**config.mk**
```make
export PLATFORM = sky130hd
export DESIGN_NAME = nfh_host
export DESIGN_NICKNAME = d
export VERILOG_FILES = /design/src/nfh_pkg.sv /design/src/nfh_fifo.sv /design/src/nfh_host.sv
export SDC_FILE = /design/constraint.sdc
export NUM_CORES = 1
export LEC_CHECK = 0
export BUFFER_PORTS_ARGS = -buffer_cell sky130_fd_sc_hd__buf_2
export CAP_MARGIN = 30
export CELL_PAD_IN_SITES_DETAIL_PLACEMENT = 2
export CELL_PAD_IN_SITES_GLOBAL_PLACEMENT = 2
export CORE_MARGIN = 1.5
export CORE_UTILIZATION = 34
export CTS_CLUSTER_SIZE = 20
export DETAILED_ROUTE_END_ITERATION = 16
export GPL_ROUTABILITY_DRIVEN = 0
export HOLD_SLACK_MARGIN = 0.05
export PLACE_DENSITY_LB_ADDON = 0.1
export SLEW_MARGIN = 20
export SYNTH_ARGS = -nofsm -noshare
export SYNTH_HDL_FRONTEND = slang
export SYNTH_SLANG_ARGS = --single-unit
```
**constraint.sdc**
```tcl
create_clock -name clock -period 2.7 [get_ports clock]
set_clock_uncertainty 0.15 [all_clocks]
set_input_delay 0.54 -clock clock [delete_from_list [all_inputs] [get_ports clock]]
set_output_delay 0.54 -clock clock [all_outputs]
set_load 0.02 [all_outputs]
```
**src/nfh_pkg.sv**
```systemverilog
// Package for the NAND flash host port controller.
// Assumes a 50 MHz single clock domain on the controller side.
package nfh_pkg;

  // ----------------------------------------------------------------------
  // Timing
  // ----------------------------------------------------------------------
  localparam int CLK_PERIOD_NS    = 20;
  localparam int ADDR_DATA_GAP_NS = 100;
  localparam int ADDR_DATA_GAP_CYC =
    (ADDR_DATA_GAP_NS + CLK_PERIOD_NS - 1) / CLK_PERIOD_NS;
  localparam int RESET_BUSY_US    = 5;
  localparam int RESET_BUSY_CYC   = RESET_BUSY_US * 1000 / CLK_PERIOD_NS;
  localparam int STROBE_LOW_CYC   = 2;
  localparam int STROBE_HIGH_CYC  = 2;
  localparam int READ_ACCESS_DELAY_CYC = 2;

  // ----------------------------------------------------------------------
  // Geometry
  // ----------------------------------------------------------------------
  localparam int ADDR_BITS    = 28;
  localparam int COL_BITS     = 12;
  localparam int ROW_BITS     = 16;
  localparam int PAGE_BYTES   = 2112;
  localparam int SPARE_COL    = 2048;
  localparam int PAGES_PER_BLK = 64;
  localparam int BLOCKS       = 1024;

  // ----------------------------------------------------------------------
  // Command codes
  // ----------------------------------------------------------------------
  localparam logic [7:0] CMD_READ_SETUP  = 8'h00;
  localparam logic [7:0] CMD_READ_EXEC   = 8'h30;
  localparam logic [7:0] CMD_PROG_SETUP  = 8'h80;
  localparam logic [7:0] CMD_PROG_EXEC   = 8'h10;
  localparam logic [7:0] CMD_CACHE_EXEC  = 8'h15;
  localparam logic [7:0] CMD_ERASE_SETUP = 8'h60;
  localparam logic [7:0] CMD_ERASE_EXEC  = 8'hd0;
  localparam logic [7:0] CMD_STATUS      = 8'h70;
  localparam logic [7:0] CMD_RESET       = 8'hff;

  typedef enum logic [2:0] {
    NFH_OP_READ   = 3'h0,
    NFH_OP_PROG   = 3'h1,
    NFH_OP_CACHE  = 3'h2,
    NFH_OP_ERASE  = 3'h3,
    NFH_OP_STATUS = 3'h4,
    NFH_OP_RESET  = 3'h5
  } nfh_op_e;

  typedef struct packed {
    nfh_op_e              op;
    logic [COL_BITS-1:0]  col;
    logic [ROW_BITS-1:0]  row;
    logic [11:0]          count;
  } nfh_req_s;

  typedef struct packed {
    logic ce_n;
    logic cle;
    logic ale;
    logic we_n;
    logic re_n;
    logic wp_n;
  } nfh_strobe_s;

endpackage

```
**src/nfh_fifo.sv**
```systemverilog
// Synchronous FIFO for data bytes between user and flash port.
// Assumes one clock; valid/ready on both sides.
`timescale 1ns/1ps
module nfh_fifo #(
  parameter int WIDTH = 8,
  parameter int DEPTH = 8
) (
  input  wire logic             clock,
  input  wire logic             rst,
  input  wire logic             in_valid,
  output logic                  in_ready,
  input  wire logic [WIDTH-1:0] in_data,
  output logic                  out_valid,
  input  wire logic             out_ready,
  output logic      [WIDTH-1:0] out_data
);
  localparam int AW = $clog2(DEPTH);
  logic [WIDTH-1:0] mem [DEPTH];
  logic [AW-1:0]    wr_ptr;
  logic [AW-1:0]    rd_ptr;
  logic [AW:0]      fill;
  logic             push;
  logic             pop;

  assign in_ready  = (fill != (AW+1)'(DEPTH));
  assign out_valid = (fill != '0);
  assign push      = in_valid && in_ready;
  assign pop       = out_valid && out_ready;
  assign out_data  = mem[rd_ptr];

  always_ff @(posedge clock) begin
    if (push) begin
      mem[wr_ptr] <= in_data;
    end
  end

  always_ff @(posedge clock) begin
    if (rst) begin
      wr_ptr <= '0;
      rd_ptr <= '0;
      fill   <= '0;
    end else begin
      if (push) begin
        wr_ptr <= (wr_ptr == AW'(DEPTH-1)) ? '0 : wr_ptr + 1'b1;
      end
      if (pop) begin
        rd_ptr <= (rd_ptr == AW'(DEPTH-1)) ? '0 : rd_ptr + 1'b1;
      end
      fill <= fill + (AW+1)'(push) - (AW+1)'(pop);
    end
  end
endmodule

```
**src/nfh_host.sv**
```systemverilog
// NAND flash host controller: sequences command, address, data cycles.
// Assumes flash pins attached directly; io_bus and ready_busy_n are
// resolved outside from the enable and open-drain pull-up.
`timescale 1ns/1ps
module nfh_host
  import nfh_pkg::*;
#(
  parameter int FIFO_DEPTH = 8
) (
  input  wire logic              clock,
  input  wire logic              rst,
  input  wire nfh_pkg::nfh_req_s req,
  input  wire logic              req_valid,
  output logic                   req_ready,
  input  wire logic              write_protect,
  input  wire logic [7:0]        wr_data,
  input  wire logic              wr_valid,
  output logic                   wr_ready,
  output logic      [7:0]        rd_data,
  output logic                   rd_valid,
  input  wire logic              rd_ready,
  output logic                   done,
  output logic      [7:0]        status,
  output nfh_pkg::nfh_strobe_s   pins,
  output logic      [7:0]        io_out,
  output logic                   io_oe,
  input  wire logic [7:0]        io_in,
  input  wire logic              ready_busy_n
);
  import nfh_pkg::*;

  // ----------------------------------------------------------------------
  // Pin synchronisers
  // ----------------------------------------------------------------------
  logic [1:0] rb_sync;
  logic [7:0] io_s1;
  logic [7:0] io_s2;
  logic       rb_ready;

  always_ff @(posedge clock) begin
    if (rst) begin
      rb_sync <= 2'h0;
      io_s1   <= 8'h00;
      io_s2   <= 8'h00;
    end else begin
      rb_sync <= {rb_sync[0], ready_busy_n};
      io_s1   <= io_in;
      io_s2   <= io_s1;
    end
  end
  assign rb_ready = rb_sync[1];

  // ----------------------------------------------------------------------
  // Write data FIFO
  // ----------------------------------------------------------------------
  logic       fifo_valid;
  logic       fifo_pop;
  logic [7:0] fifo_data;

  nfh_fifo #(.WIDTH(8), .DEPTH(FIFO_DEPTH)) u_fifo (
    .clock     (clock),
    .rst       (rst),
    .in_valid  (wr_valid),
    .in_ready  (wr_ready),
    .in_data   (wr_data),
    .out_valid (fifo_valid),
    .out_ready (fifo_pop),
    .out_data  (fifo_data)
  );

  // ----------------------------------------------------------------------
  // Sequencer
  // ----------------------------------------------------------------------
  typedef enum logic [3:0] {
    ST_IDLE  = 4'b0000,
    ST_CMD1  = 4'b0001,
    ST_ADDR  = 4'b0011,
    ST_GAP   = 4'b0010,
    ST_WDATA = 4'b0110,
    ST_CMD2  = 4'b0111,
    ST_BUSY  = 4'b0101,
    ST_RDATA = 4'b0100,
    ST_STAT  = 4'b1100
  } nfh_state_e;

  nfh_state_e  state;
  nfh_req_s    cur;
  logic [2:0]  addr_idx;
  logic [11:0] remain;
  logic [15:0] wait_cnt;
  logic [1:0]  phase;
  logic        strobe_lo;
  logic [7:0]  wbyte;
  logic [2:0]  addr_last;
  logic        rd_pending;

  // Byte for address cycle n, low bits first
  function automatic logic [7:0] addr_byte(input nfh_req_s r,
                                           input logic [2:0] i);
    logic [7:0] b;
    b = 8'h00;
    unique case (i)
      3'h0: b = r.col[7:0];
      3'h1: b = {4'h0, r.col[11:8]};
      3'h2: b = r.row[7:0];
      default: b = r.row[15:8];
    endcase
    return b;
  endfunction

  assign addr_last = (cur.op == NFH_OP_ERASE) ? 3'h1 : 3'h3;
  assign req_ready = (state == ST_IDLE);
  // One strobe cycle: phase 0..1 low, 2..3 high
  assign strobe_lo = (phase < 2'(STROBE_LOW_CYC));

  // Byte driven on the bus in write states
  always_comb begin
    wbyte = 8'h00;
    unique case (state)
      ST_CMD1: begin
        unique case (cur.op)
          NFH_OP_READ:   wbyte = CMD_READ_SETUP;
          NFH_OP_ERASE:  wbyte = CMD_ERASE_SETUP;
          NFH_OP_STATUS: wbyte = CMD_STATUS;
          NFH_OP_RESET:  wbyte = CMD_RESET;
          default:       wbyte = CMD_PROG_SETUP;
        endcase
      end
      ST_ADDR:  wbyte = (cur.op == NFH_OP_ERASE) ?
                        addr_byte(cur, addr_idx + 3'h2) :
                        addr_byte(cur, addr_idx);
      ST_WDATA: wbyte = fifo_data;
      ST_CMD2: begin
        unique case (cur.op)
          NFH_OP_READ:  wbyte = CMD_READ_EXEC;
          NFH_OP_CACHE: wbyte = CMD_CACHE_EXEC;
          NFH_OP_ERASE: wbyte = CMD_ERASE_EXEC;
          default:      wbyte = CMD_PROG_EXEC;
        endcase
      end
      default: wbyte = 8'h00;
    endcase
  end

  assign fifo_pop = (state == ST_WDATA) && (phase == 2'h3) && fifo_valid;

  always_ff @(posedge clock) begin
    if (rst) begin
      state    <= ST_IDLE;
      cur      <= '0;
      addr_idx <= 3'h0;
      remain   <= 12'h000;
      wait_cnt <= 16'h0000;
      phase    <= 2'h0;
      done     <= 1'b0;
    end else begin
      done <= 1'b0;
      unique case (state)
        ST_IDLE: begin
          phase <= 2'h0;
          // busy wait before accepting a new request other than reset or status
          if (req_valid && (rb_ready || req.op == NFH_OP_RESET ||
                            req.op == NFH_OP_STATUS)) begin
            cur   <= req;
            state <= ST_CMD1;
          end
        end
        ST_CMD1: begin
          phase <= phase + 2'h1;
          if (phase == 2'h3) begin
            addr_idx <= 3'h0;
            remain   <= cur.count;
            if (cur.op == NFH_OP_STATUS) begin
              wait_cnt <= 16'(READ_ACCESS_DELAY_CYC + 2);
              state    <= ST_STAT;
            end else if (cur.op == NFH_OP_RESET) begin
              wait_cnt <= 16'(RESET_BUSY_CYC);
              state    <= ST_BUSY;
            end else begin
              state <= ST_ADDR;
            end
          end
        end
        ST_ADDR: begin
          phase <= phase + 2'h1;
          if (phase == 2'h3) begin
            addr_idx <= addr_idx + 3'h1;
            if (addr_idx == addr_last) begin
              if (cur.op == NFH_OP_PROG || cur.op == NFH_OP_CACHE) begin
                wait_cnt <= 16'(ADDR_DATA_GAP_CYC);
                state    <= ST_GAP;
              end else begin
                state <= ST_CMD2;
              end
            end
          end
        end
        ST_GAP: begin
          phase <= 2'h0;
          if (wait_cnt != 16'h0000) begin
            wait_cnt <= wait_cnt - 16'h0001;
          end else begin
            state <= (remain == 12'h000) ? ST_CMD2 : ST_WDATA;
          end
        end
        ST_WDATA: begin
          // Stall on an empty FIFO with strobe high
          if (phase != 2'h0 || fifo_valid) begin
            phase <= phase + 2'h1;
          end
          if (fifo_pop) begin
            remain <= remain - 12'h001;
            if (remain == 12'h001) begin
              state <= ST_CMD2;
            end
          end
        end
        ST_CMD2: begin
          phase <= phase + 2'h1;
          if (phase == 2'h3) begin
            wait_cnt <= 16'(RESET_BUSY_CYC);
            state    <= ST_BUSY;
          end
        end
        ST_BUSY: begin
          // ignore ready for the first 9 cycles while busy shows, then wait for ready
          phase <= 2'h0;
          if (wait_cnt != 16'h0000) begin
            wait_cnt <= wait_cnt - 16'h0001;
          end
          if (rb_ready && (wait_cnt < 16'(RESET_BUSY_CYC - 8) ||
                           wait_cnt == 16'h0000)) begin
            if (cur.op == NFH_OP_READ && cur.count != 12'h000) begin
              state <= ST_RDATA;
            end else begin
              done  <= 1'b1;
              state <= ST_IDLE;
            end
          end
        end
        ST_RDATA: begin
          // read strobe pulses while output side accepts
          if (phase != 2'h0 || !rd_pending) begin
            phase <= phase + 2'h1;
          end
          if (phase == 2'h3) begin
            remain <= remain - 12'h001;
            if (remain == 12'h001) begin
              state <= ST_IDLE;
              done  <= 1'b1;
            end
          end
        end
        ST_STAT: begin
          if (wait_cnt != 16'h0000) begin
            wait_cnt <= wait_cnt - 16'h0001;
          end else begin
            done  <= 1'b1;
            state <= ST_IDLE;
          end
        end
        default: state <= ST_IDLE;
      endcase
    end
  end

  // ----------------------------------------------------------------------
  // Read capture and status
  // ----------------------------------------------------------------------
  always_ff @(posedge clock) begin
    if (rst) begin
      rd_data    <= 8'h00;
      rd_pending <= 1'b0;
      status     <= 8'h00;
    end else begin
      if (rd_valid && rd_ready) begin
        rd_pending <= 1'b0;
      end
      // Sample once the byte has passed both sync stages
      if (state == ST_RDATA && phase == 2'h3) begin
        rd_data    <= io_s2;
        rd_pending <= 1'b1;
      end
      if (state == ST_STAT && wait_cnt == 16'h0001) begin
        status <= io_s2;
      end
    end
  end
  assign rd_valid = rd_pending;

  // ----------------------------------------------------------------------
  // Pin drive
  // ----------------------------------------------------------------------
  logic wr_cyc;
  assign wr_cyc = (state == ST_CMD1) || (state == ST_ADDR) ||
                  (state == ST_CMD2) ||
                  (state == ST_WDATA && (phase != 2'h0 || fifo_valid));

  always_ff @(posedge clock) begin
    if (rst) begin
      pins   <= '{ce_n: 1'b1, cle: 1'b0, ale: 1'b0, we_n: 1'b1,
                  re_n: 1'b1, wp_n: 1'b0};
      io_out <= 8'h00;
      io_oe  <= 1'b0;
    end else begin
      pins.ce_n <= (state == ST_IDLE) && !req_valid;
      pins.cle  <= (state == ST_CMD1) || (state == ST_CMD2);
      pins.ale  <= (state == ST_ADDR);
      pins.we_n <= !(wr_cyc && strobe_lo);
      pins.re_n <= !((state == ST_RDATA && strobe_lo) ||
                     state == ST_STAT);
      pins.wp_n <= !write_protect;
      io_out    <= wbyte;
      io_oe     <= wr_cyc;
    end
  end

  // ----------------------------------------------------------------------
  // Checks
  // ----------------------------------------------------------------------
  chk_strobe_one_latch: assert property (@(posedge clock) disable iff (rst)
    !(pins.cle && pins.ale)) else $error("cle and ale both high");
  chk_read_bus_free: assert property (@(posedge clock) disable iff (rst)
    !pins.re_n |-> !io_oe) else $error("bus driven during read");
  chk_we_select: assert property (@(posedge clock) disable iff (rst)
    !pins.we_n |-> !pins.ce_n) else $error("write while deselected");
  chk_addr_nibble: assert property (@(posedge clock) disable iff (rst)
    (state == ST_ADDR && addr_idx == 3'h1 && cur.op != NFH_OP_ERASE)
      |-> wbyte[7:4] == 4'h0) else $error("column high nibble set");
  chk_erase_rows: assert property (@(posedge clock) disable iff (rst)
    (state == ST_ADDR && cur.op == NFH_OP_ERASE) |-> addr_idx <= 3'h1)
    else $error("erase sent column cycles");
  chk_gap_len: assert property (@(posedge clock) disable iff (rst)
    $rose(state == ST_GAP) |-> (state == ST_GAP)[*5])
    else $error("address to data gap short");
  chk_busy_select: assert property (@(posedge clock) disable iff (rst)
    (state == ST_BUSY) |=> !pins.ce_n) else $error("select dropped");
  chk_setup_addr: assert property (@(posedge clock) disable iff (rst)
    (state == ST_CMD1 && phase == 2'h3 && (cur.op == NFH_OP_READ ||
     cur.op == NFH_OP_PROG)) |=> state == ST_ADDR)
    else $error("setup not followed by address");
  chk_wait_ready: assert property (@(posedge clock) disable iff (rst)
    (state == ST_IDLE && req_valid && !rb_ready &&
     req.op == NFH_OP_READ) |=> state == ST_IDLE)
    else $error("command while busy");
endmodule

```
[Word-level counts from Yosys, hierarchy flattened]
Memory sizes are Yosys's and may differ from the RTL's. A register that Yosys moved wholly into a read port is not among the register bits.
Index checks and enable logic that the tools add are counted.
Word-level totals
  RAM bits: 64
  memories: 1
  word-level logic and storage cells: 194
  output and inout bits: 35
  flip-flop bits (word level): 141
Operators by class
  equality and inequality tests: 43
  add/subtract/negate cells: 9
  order comparisons: 2
  reductions and logical operators: 54
  multiplexer cells: 58
Memories
  u_fifo.mem: depth 8, width 8, read ports 1, clocked after memory_dff 1, wr ports 1, line nfh_fifo.sv:18  | logic [WIDTH-1:0] mem [DEPTH];
Operators with widths (number)
  16-bit 2-to-1 mux: 8
  8-bit one-hot mux with 3 select lines: 3
  16-bit one-hot mux with 4 select lines: 1
  8-bit one-hot mux with 4 select lines: 2
  4-bit 2-to-1 mux: 13
  12-bit 2-to-1 mux: 3
  12-bit one-hot mux with 3 select lines: 1
  4-bit one-hot mux with 9 select lines: 1
  3-bit 2-to-1 mux: 9
  2-bit inequality test (second input constant): 11
  3-bit == test (second input constant): 6
  16-bit by 1-bit == test with 1-bit output (second input constant): 1
  4-bit by 3-bit == test with 1-bit output (second input constant): 4
  16-bit zero test: 1
  16-bit by 8-bit less-than comparator with 1-bit output (second input constant): 1
  16-bit nonzero test: 1
  16-bit by 1-bit subtractor with 16-bit output (second input constant): 1
  1-bit logical AND: 14
  12-bit by 1-bit == test with 1-bit output (second input constant): 1
  3-bit by 2-bit == test with 1-bit output (second input constant): 4
  12-bit zero test: 1
  12-bit AND reduction: 1
  12-bit nonzero test: 1
  4-bit nonzero test: 3
  33 further kinds: 74

[Logic depth before layout (Yosys ltp)]
Gate-level depths: netlist of the first run.
  depth after elaboration: 6
  depth in mapped cells: 12
  gate-level depth less buffers: 12

[Modules after synthesis]
From an unflattened synthesis of the first run, not the netlist that was laid out.
Unflattened totals
  cell total of the unflattened synthesis: 947
  area total of the unflattened synthesis: 9439.1 µm²
By module, submodules not included
  nfh_host: times used 1, area each 6251.0 µm², seq. area each 2622.5 µm², cells an instance 778
  nfh_fifo: times used 1, area each 3188.1 µm², seq. area each 2182.1 µm², cells an instance 169

[Worst setup path after synthesis of the first run]
No wires, ideal clock.
  kind: register to register
  start point: register state[1]
  end point: register u_fifo.fill[2]
  path slack: 0.116 ns
  required time: 2.422 ns
  data arrival time: 2.306 ns
  clock period less this slack: 2.584 ns
  stages on the path, launching flop included: 13
  buffers on the path: 2
  path through: dfxtp_1 buf_2 nor4bb_1 buf_2 nand3b_1 inv_1 ha_1 inv_1 ha_1 inv_1 fa_1 xor2_1 nor2_1
Between the ends
  longest elaborated chain between the ends: 5
Ends and longest elaborated chain
  start, declared: line nfh_host.sv:86  | nfh_state_e state;
  start signal, assigned: line nfh_host.sv:203  | state <= (remain == 12'h000) ? ST_CMD2 : ST_WDATA;
  4-bit by 3-bit == test with 1-bit output: line nfh_host.sv:145  | assign fifo_pop = (state == ST_WDATA) && (phase == 2'h3) && fifo_valid;
  1-bit logical AND (2 in series): line nfh_host.sv:145
  1-bit logical AND: line nfh_fifo.sv:28  | assign pop = out_valid && out_ready;
  via u_fifo.pop: line nfh_fifo.sv:23  | logic pop;
  4-bit by 1-bit subtractor with 4-bit output: line nfh_fifo.sv:49  | fill <= fill + (AW+1)'(push) - (AW+1)'(pop);
  end signal, assigned: line nfh_fifo.sv:49
  end, declared: line nfh_fifo.sv:21  | logic [AW:0] fill;
The timed path passes the listed nets, and every way through them passes these cells.
A chain may end at the register's enable or synchronous reset.

[Worst setup path after layout of the first run]
  start point: register state[2]
  end point: output port req_ready
Between the ends
  longest elaborated chain between the ends: 1
Ends and longest elaborated chain
  4-bit zero test: line nfh_host.sv:112  | assign req_ready = (state == ST_IDLE);
  end, declared: line nfh_host.sv:14  | output logic req_ready,
No other way between the ends.

==> out/summary.txt, run 1 <==
Status - finished, final reports clean
I/O Buffers - 100
Clock transition at path regs - 0.06 ns
Synth Register Bits - 208
Die height - 170 um
Max-Slew Margin vs Limit - 41.8%
Vias/cell - 5.25
Share of the synthesized area in the top cell type - 30.3%
Crit Path Class - reg -> out
Nets - 1,161
H-tree depth - 1
I/O pin count - 101
Area contributors post-synth - dfxtp_1 (30%), edfxtp_1 (20%), nand2_1 (5.4%)
Leak - 4.35 nW
Xor and xnor fraction of the mapped netlist area - 0.644%
RSZ-0062 raised after global routing - no
Iter 0 DRT Violations - 396
Total Routing Usage GR - 20.0%
FF-to-FF path depth - 8
Ys Warns - 0
Final HPWL DP - 20,400 um
Post-Syn Area - 9510 um2
Mux share of post-synthesis cell area - 7.42%
Core ar. - 27,600 um2
# DRC - 0
Proportion of layout cells with a drive suffix above 1 - 21.9%
Sequential area share after synthesis - 50.5%
ANT nets after route - 0
Final Hold Fails - 0
Max-cap violation count - 0
Area Growth Syn to Fin - 20.6%
Startpoint Class - flop
TritonCTS Sinks - 208
Hold path cells - 2
First-pass GRT wire length - 45,400 um
Initial antenna violation count - 0
Initial Util - 34.4%
Finished Core Util - 41.5%
Asr flop ratio synth - 0%
Largest net degree at the start of global routing - 67
Cell count after synthesis - 955
CP required - 2.01 ns
Vias - 7,709
Distinct cells, synth - 83
Hold_ws - 0.0760 ns
Fmax achieved - 396 MHz
Syn nets - 1,044
Most common cell in the netlist - dfxtp_1
Post-Synth Simple-Gate Area - 17.9%
Cts bufs inserted - 24
# rows - 61
Die Area - 29,000 um2
Slew Limit Fails - 0
Main combinational cell family by area after synthesis - simple AND/OR/NAND/NOR gates
Diode count - 0
CTS tree - built
Setup Fix Bufs, Post-CTS - 0
Average size of a mapped cell - 9.96 um2
Yosys top cell by area - dfxtp_1
Die X - 170 um
Final setup fails - 0
Clk buf depth - 3
Post-layout min period - 2.53 ns
Root Driver - clkbuf_16
Initial DRT Pass Iterations - 5
DR WL/cell - 19.6 um
Main synth FF type - dfxtp_1
Pwr Density - 657 nW/um2
Later-pin clock latency in the skew report - 0.54 ns
Worst-Margin Slew - 0.864 ns
Crit end category - output pin
Grt total ovfl - 0
Max FO, Critical Path - 8
Hold Path Class - in -> reg
Worst VDD drop - 0.000566 V
Synth cell count leaders - dfxtp_1 (144), nand2_1 (136), a21oi_1 (94)
Register area - 4800 um2
Vias in the first global route - 8,062
Adder-Cell Fraction of Synth Area - 3.10%
Wirelength, routed - 28,700 um
Compound-cell area share of the yosys netlist - 16.3%
Setup TNS - 0 ns
FILL cells - 3,036
Footprint of the multi-input gates - 4330 um2
Post-synth EDFFs - 64
Critical Path AT - 1.84 ns
Final Cycle Share - 93.6%
-- what timing repair did --
item	in CTS	in global routing
gates resized for setup	0	1
endpoints found under the setup margin	0	1
hold buffers	5	0
hold endpoints to repair	5	0
-- routing by layer --
| metal | GRT usage, % | share of wire (%) | up-vias |
|---|---|---|---|
| li1 | - | - | 3719 |
| met1 | 27.8 | 48 | 3857 |
| met2 | 33.8 | 48 | 106 |
| met3 | 2.33 | 2.6 | 27 |
| met4 | 3.77 | 1.7 | 0 |
| met5 | 0 | 0 | - |
-- layout make-up --
type	instances	area share (%)
clock buffer	29	5.40
clock inverter	14	1.71
inverter	29	0.949
multi-input combinational	655	37.8
sequential	208	41.9
tap	378	4.12
timing repair buffer	154	8.14
-- worst max-delay path, cell delays in order, from the launching register on --
cell	delay, ns
dfxtp_1	0.40
buf_4	0.21
nor4_2	0.42
buf_2	0.27
-- report_power, final --
group / internal [mW] / switching, mW
clock network: 2.03 / 1.34
logic: 0.303 / 0.442
registers: 3.35 / 0.0785
total: 5.68 / 1.86
-- placed cells by master (no fill, tap or decap), drive strengths merged, types with 16 or more instances in the layout --
cell type / instances
a21oi: 94
buf: 149
clkbuf: 29
dfxtp: 144
edfxtp: 64
ha: 22
inv: 28
mux2i: 24
mux4: 16
nand2: 137
nor2: 63
nor2b: 26
nor3: 25
o21ai: 33
-- through the flow --
step                cells  worst slack [ns]  power (mW)  instance area, um2
CTS                  1467             0.137        7.67               11500
finish               1467             0.173        7.53               11500
global placement     1419             0.351        4.21               10600
global route         1467            0.0181        7.85               11500
detailed placement   1419             0.210        4.24               10600
floorplan             955             0.116        3.92                9510
-- sequential cells by signal, summed over array words and instances (netlist names), 8 cells and up, named ones only --
register / cells
io_out: 8
io_s1: 8
status: 8
remain: 12
cur: 43
wait_cnt: 16
rd_data: 8
u_fifo.mem: 64
io_s2: 8
-- path summary, 6_finish.rpt --
kind,slack (ns),startpoint,to
max,0.17,state[2],req_ready
min,0.08,ready_busy_n,rb_sync[0]
max reg2reg,0.23,wait_cnt[0],wait_cnt[12]
min reg2reg,0.29,io_s1[6],io_s2[6]
-- cell families after synthesis --
kind of cell             count (synthesis)
XOR/XNOR                                 7
buffers and inverters                   92
multiplexers                            49
flip-flops                             208
AO/OA/AOI/OAI                          239
adder cells (fa/ha/maj)                 23
AND/OR/NAND/NOR                        337
Note: power is estimated with default switching activity, not from simulation.
==> inputs of run 2 (changes only) <==
- ABC_AREA: not set -> 1
- CORE_UTILIZATION: 34 -> 31
- SYNTH_HIERARCHICAL: not set -> 1
==> out/summary.txt, run 2 <==
Initial Util - 31.6% (-2.9 points)
Hold Path Class - in -> reg
Main combinational cell family by area after synthesis - simple AND/OR/NAND/NOR gates
Met2 Usage GRT - 35.2% (+1.5 points)
Commonest non-fill, non-tap cell in the layout - nand2_1
H-tree depth - 1 (unchanged)
Max-Slew Margin vs Limit - 53.3% (+12 points)
Nets - 1,533 (+32%)
TritonCTS Sinks - 208 (unchanged)
Most Used Layer, Global Route - met2
Synth Register Bits - 208 (unchanged)
CTS tree - built
Share of the synthesized area in the top cell type - 28.8% (-1.5 points)
Global routing usage on met1 - 25.9% (-1.9 points)
Ys Warns - 6 (+6)
Vias in the first global route - 9,859 (+22%)
Post-layout min period - 2.53 ns (-0.000369 ns)
Crit end category - flop
Root Driver - clkbuf_16
Clock transition at path regs - 0.06 ns (about the same)
Clk buf depth - 3 (unchanged)
Yosys top cell by area - dfxtp_1
Main synth FF type - dfxtp_1
Crit Path Class - reg -> reg
Critical Path AT - 2.79 ns (+0.95 ns)
Leak - 5.34 nW (+23%)
Wirelength, routed - 32,700 um (+14%)
Max FO, Critical Path - 4 (-4)
Asr flop ratio synth - 0% (unchanged)
# DRC - 0 (unchanged)
Cts bufs inserted - 25 (+4.2%)
Setup TNS - 0 ns (unchanged)
Syn nets - 1,418 (+36%)
Worst VDD drop - 0.000435 V (-23%)
Slew Limit Fails - 0 (unchanged)
Top reg by flops - u_fifo/mem
Final HPWL DP - 23,600 um (+16%)
Xor and xnor fraction of the mapped netlist area - 1.31% (+0.67 points)
Post-Syn Area - 10,000 um2 (+5.3%)
Total Routing Usage GR - 19.9% (-0.12 points)
# rows - 65 (+6.6%)
Die height - 183 um (+7.3%)
CP required - 2.96 ns (+0.95 ns)
Final Hold Fails - 0 (unchanged)
Adder-Cell Fraction of Synth Area - 2.95% (-0.16 points)
Compound-cell area share of the yosys netlist - 10.5% (-5.8 points)
RSZ-0062 raised after global routing - no
Status - finished, final reports clean
I/O pin count - 101 (unchanged)
First-pass GRT wire length - 52,700 um (+16%)
Max-cap violation count - 0 (unchanged)
Average size of a mapped cell - 7.54 um2 (-24%)
Post-synth EDFFs - 64 (unchanged)
Iter 0 DRT Violations - 323 (-18%)
Met3 usage - 2.34% (+0.018 points)
ANT nets after route - 0 (unchanged)
Final setup fails - 0 (unchanged)
Startpoint Class - flop
Post-DP Area - 11,000 um2 (+3.9%)
Final Cycle Share - 93.6% (about the same)
Worst-Margin Slew - 0.699 ns (-0.165 ns)
Synth cell count leaders - nand2_1 (316), nor2_1 (189), inv_1 (163)
Later-pin clock latency in the skew report - 0.53 ns (about the same)
Max reg flops - 64 (unchanged)
Cell count after synthesis - 1,329 (+39%)
Pwr Density - 909 nW/um2 (+38%)
Final Cell Area - 11,800 um2 (+3.3%)
Footprint of the multi-input gates - 4290 um2 (-1.0%)
Diode count - 0 (unchanged)
Sequential area share after synthesis - 48.0% (-2.5 points)
Initial DRT Pass Iterations - 4 (-1)
Largest regs - u_fifo/mem x64, cur x43, wait_cnt x16
FILL cells - 3,712 (+22%)
Vias - 9,077 (+18%)
Core ar. - 31,700 um2 (+15%)
Die Area - 33,400 um2 (+15%)
DR WL/cell - 17.5 um (-10%)
Mux share of post-synthesis cell area - 0% (-7.4 points)
Most frequent cells in the layout - nand2_1 (316), nor2_1 (187), inv_1 (163)
Grt total ovfl - 0 (unchanged)
Post-Synth Simple-Gate Area - 27.9% (+10 points)
Area Growth Syn to Fin - 18.3%
Most common cell in the netlist - nand2_1
Largest net degree at the start of global routing - 45 (-33%)
Register area - 4810 um2 (about the same)
Area contributors post-synth - dfxtp_1 (29%), edfxtp_1 (19%), nand2_1 (12%)
I/O Buffers - 100 (unchanged)
Initial antenna violation count - 0 (unchanged)
Distinct cells, synth - 47 (-43%)
Fmax achieved - 396 MHz (about the same)
Vias/cell - 4.87 (-7.3%)
Proportion of layout cells with a drive suffix above 1 - 14.3% (-7.5 points)
Die X - 183 um (+7.3%)
## run 2: changes by cell type after synthesis, moves of 9 or more
cell / delta
nor2_1: +127
nand3_1: +93
o21ai_0: +46
nand2_1: +180
a22oi_1: -9
buf_2: -18
mux4_2: -16
clkbuf_1: -11
o31ai_1: -12
inv_1: +135
inv_2: +10
nor2b_1: -26
mux2i_1: -24
## run 2: cell families after synthesis
| logic type | Yosys count |
|---|---|
| simple gates | 663 |
| buf+inv | 224 |
| flops | 208 |
| compound gates | 196 |
| fa+ha+maj | 23 |
| xor+xnor | 15 |
## run 2: repair_timing
item	in CTS	in global routing
hold endpoints to repair	1	0
resized for setup	0	4
endpoints found under the setup margin	0	2
setup buffers	0	0
hold buffers	1	0
## run 2: where the power goes
part	switching (mW)	total [mW]	internal, mW
clock network	1.34	3.35	2.01
registers	0.288	3.88	3.59
logic	2.41	3.54	1.13
## run 2: layer usage
metal | share of wire [%] | vias to the layer above
met4 | 2.1 | 0
met3 | 2.8 | 45
li1 | - | 4492
met2 | 49 | 110
met1 | 47 | 4430
met5 | 0 | -
## run 2: cell type report
type | count | share of cell area (%)
multi-input combinational | 897 | 36.2
clock inverter | 8 | 0.539
timing repair buffer | 135 | 6.46
inverter | 177 | 5.65
tap | 402 | 4.25
sequential | 208 | 40.6
clock buffer | 36 | 6.33
## run 2: path summary, 6_finish.rpt
path                                      from              to  slack, ns  depth (start not counted)
worst max-delay path            u_fifo/fill[2]  u_fifo/fill[1]       0.17                         12
worst min-delay path                  io_in[4]        io_s1[4]       0.08                          3
worst max register to register  u_fifo/fill[2]  u_fifo/fill[1]       0.17                         12
worst min register to register      rb_sync[0]      rb_sync[1]       0.25                          2
## run 2: worst max-delay path: stages, from the launching register on
cell	delay, ns
dfxtp_1	0.30
inv_1	0.06
ha_1	0.25
nand2_1	0.10
nand2_1	0.08
nor2_2	0.14
a21boi_4	0.23
ha_1	0.26
inv_1	0.06
ha_1	0.18
fa_1	0.44
inv_1	0.10
nor2_1	0.04
## run 2: per-stage QoR
stage / worst slack, ns / utilization [%] / cells / hold slack, ns / power [mW]
after floorplan: 0.333 / - / 1329 / 0.238 / 6.40
after global placement: 0.283 / 34.7 / 1818 / 0.244 / 7.37
after detailed placement: 0.120 / 34.7 / 1818 / 0.249 / 7.51
after CTS: 0.0940 / 37.3 / 1863 / 0.0559 / 10.9
after global routing: 0.0115 / 37.3 / 1863 / 0.0759 / 11.5
final: 0.174 / 37.3 / 1863 / 0.0766 / 10.8
==> inputs of run 3 (changes only) <==
- BUFFER_PORTS_ARGS: -buffer_cell sky130_fd_sc_hd__buf_2 -> -buffer_cell sky130_fd_sc_hd__buf_4
==> out/summary.txt, run 3 (synthesis gave the netlist of run 2 again) <==
Max-cap violation count - 0 (unchanged)
Initial Util - 31.6% (unchanged)
Worst VDD drop - 0.000398 V (-8.6%)
Worst-path cell chain - buf_4 > nor2_2 > nand2_1 > inv_1 > buf_4
Initial DRT Pass Iterations - 4 (unchanged)
Slew Limit Fails - 0 (unchanged)
Critical-path top delay cell - dfxtp_1
Final Cycle Share - 93.8% (+0.26 points)
Max FO, Critical Path - 5 (+1)
Grt total ovfl - 0 (unchanged)
Reg2reg end - u_fifo/fill[1]
Reg-to-reg slack, setup - 0.21 ns (+0.04 ns)
RR Startpoint - u_fifo/fill[2]
Final Worst Setup Slack - 0.166 ns (-0.00711 ns)
Fmax achieved - 395 MHz (-0.28%)
Worst Setup EP - req_ready
Crit. Startpoint - state[0]
CP required - 2.01 ns (-0.95 ns)
Leak - 5.41 nW (+1.4%)
Final setup fails - 0 (unchanged)
Stages on the worst setup path - 5 (-7)
Worst-Margin Slew - 0.703 ns (+0.00369 ns)
Inst Count DP - 1,816 (-0.11%)
Die X - 183 um (unchanged)
Wirelength, routed - 32,600 um (-0.36%)
Proportion of layout cells with a drive suffix above 1 - 14.4% (+0.068 points)
Pwr Density - 895 nW/um2 (-1.5%)
TritonCTS Sinks - 208 (unchanged)
Top reg by flops - u_fifo/mem
# rows - 65 (unchanged)
Crit path max-delay family - buffers and inverters
ANT nets after route - 0 (unchanged)
Hold_ws - 0.0752 ns (-0.00139 ns)
Max reg flops - 64 (unchanged)
Startpoint Class - flop
Most frequent cells in the layout - nand2_1 (316), nor2_1 (187), inv_1 (163)
Largest regs - u_fifo/mem x64, cur x43, wait_cnt x16
Status - finished, final reports clean
Nets - 1,532 (-0.065%)
Diode count - 0 (unchanged)
Final HPWL DP - 23,400 um (-0.85%)
Vias in the first global route - 9,882 (+0.23%)
Most used cell, CP - buf_4
Max-Slew Margin vs Limit - 53.2% (-0.18 points)
Final Hold Fails - 0 (unchanged)
Hold Path Class - in -> reg
Die height - 183 um (unchanged)
Die Area - 33,400 um2 (unchanged)
Root Driver - clkbuf_16
Clk buf depth - 3 (unchanged)
Final Cell Area - 12,100 um2 (+2.4%)
Largest net degree at the start of global routing - 52 (+16%)
Finished Core Util - 38.2% (+0.90 points)
Power Total - 10.9 mW (+0.90%)
RSZ-0062 raised after global routing - no
Iter 0 DRT Violations - 295 (-8.7%)
FF-to-FF path depth - 12 (unchanged)
Final std cells w/o fill - 1,863 (unchanged)
H-tree depth - 1 (unchanged)
Cts bufs inserted - 25 (unchanged)
Area Growth Syn to Fin - 21.1%
CTS tree - built
Crit path largest cell delay - 0.35 ns (-0.09 ns)
Critical Path AT - 1.84 ns (-0.95 ns)
Dpl ws - 0.126 ns (+0.00541 ns)
Hold path cells - 3 (unchanged)
Vias - 9,099 (+0.24%)
Later-pin clock latency in the skew report - 0.53 ns (about the same)
First-pass GRT wire length - 52,600 um (about the same)
Clock transition at path regs - 0.06 ns (about the same)
Commonest non-fill, non-tap cell in the layout - nand2_1
Total Routing Usage GR - 19.8% (-0.097 points)
Vias/cell - 4.88 (+0.24%)
Buf+Inv Stages, Crit Path - 3 (unchanged)
I/O pin count - 101 (unchanged)
Initial antenna violation count - 0 (unchanged)
DR WL/cell - 17.5 um (-0.36%)
Crit Path Class - reg -> out
# DRC - 0 (unchanged)
Crit end category - output pin
Setup TNS - 0 ns (unchanged)
I/O Buffers - 100 (unchanged)
Core ar. - 31,700 um2 (unchanged)
Post-DP Area - 11,300 um2 (+2.4%)
Post-layout min period - 2.53 ns (+0.00711 ns)
run 3: cell count changes in the layout (fill, tap and decap cells not counted), sizes merged:
cell and delta:
bufinv +1, clkinv -1, inv +2, clkbuf -1, buf -1
run 3: final cells by class:
cell class                      count  area [um2]
Fill cell                        3728       19600
Sequential cell                   208        4810
Multi-Input combinational cell    897        4290
Timing Repair Buffer              134        1030
Clock buffer                       35         724
Inverter                          177         669
Tap cell                          402         503
Clock inverter                     10         105
run 3: worst min path at each step:
| stage | from | end | slack, ns |
|---|---|---|---|
| floorplan | io_s1[0] | io_s2[0] | 0.24 |
| global placement | io_s1[2] | io_s2[2] | 0.24 |
| detailed placement | rb_sync[0] | rb_sync[1] | 0.25 |
| CTS | io_in[2] | io_s1[2] | 0.05 |
| global route | ready_busy_n | rb_sync[0] | 0.07 |
| finish | io_in[2] | io_s1[2] | 0.08 |
run 3: power by group:
group / total, mW / leakage, nW / switching, mW / internal, mW
registers: 3.88 / 1.76 / 0.295 / 3.59
clock network: 3.40 / 0.416 / 1.35 / 2.06
logic: 3.57 / 3.24 / 2.39 / 1.18
run 3: worst register-to-register path: cells and delay by family, from the launching register on:
kind	cells	cell delay, ns
and+or+nand+nor	4	0.38
AOI/OAI and AO/OA	1	0.22
buffers and inverters	3	0.20
adders and majority gates	4	1.12
DFF	1	0.31
run 3: per-layer routing:
layer  part of all wire, %  wire length (um)  global-route usage (%)  vias to the layer above
li1                      -                 -                       -                     4488
met1                    47             15400                    26.4                     4469
met2                    48             15800                    34.8                      109
met3                   2.9               944                    2.20                       33
met4                   1.4               450                    3.83                        0
met5                     0                 0                       0                        -
run 3: repair_timing:
action,4_1_cts,5_1_grt
gates resized for setup,0,4
hold endpoints to repair,1,0
setup buffers,0,1
endpoints found under the setup margin,0,2
hold buffers,1,0
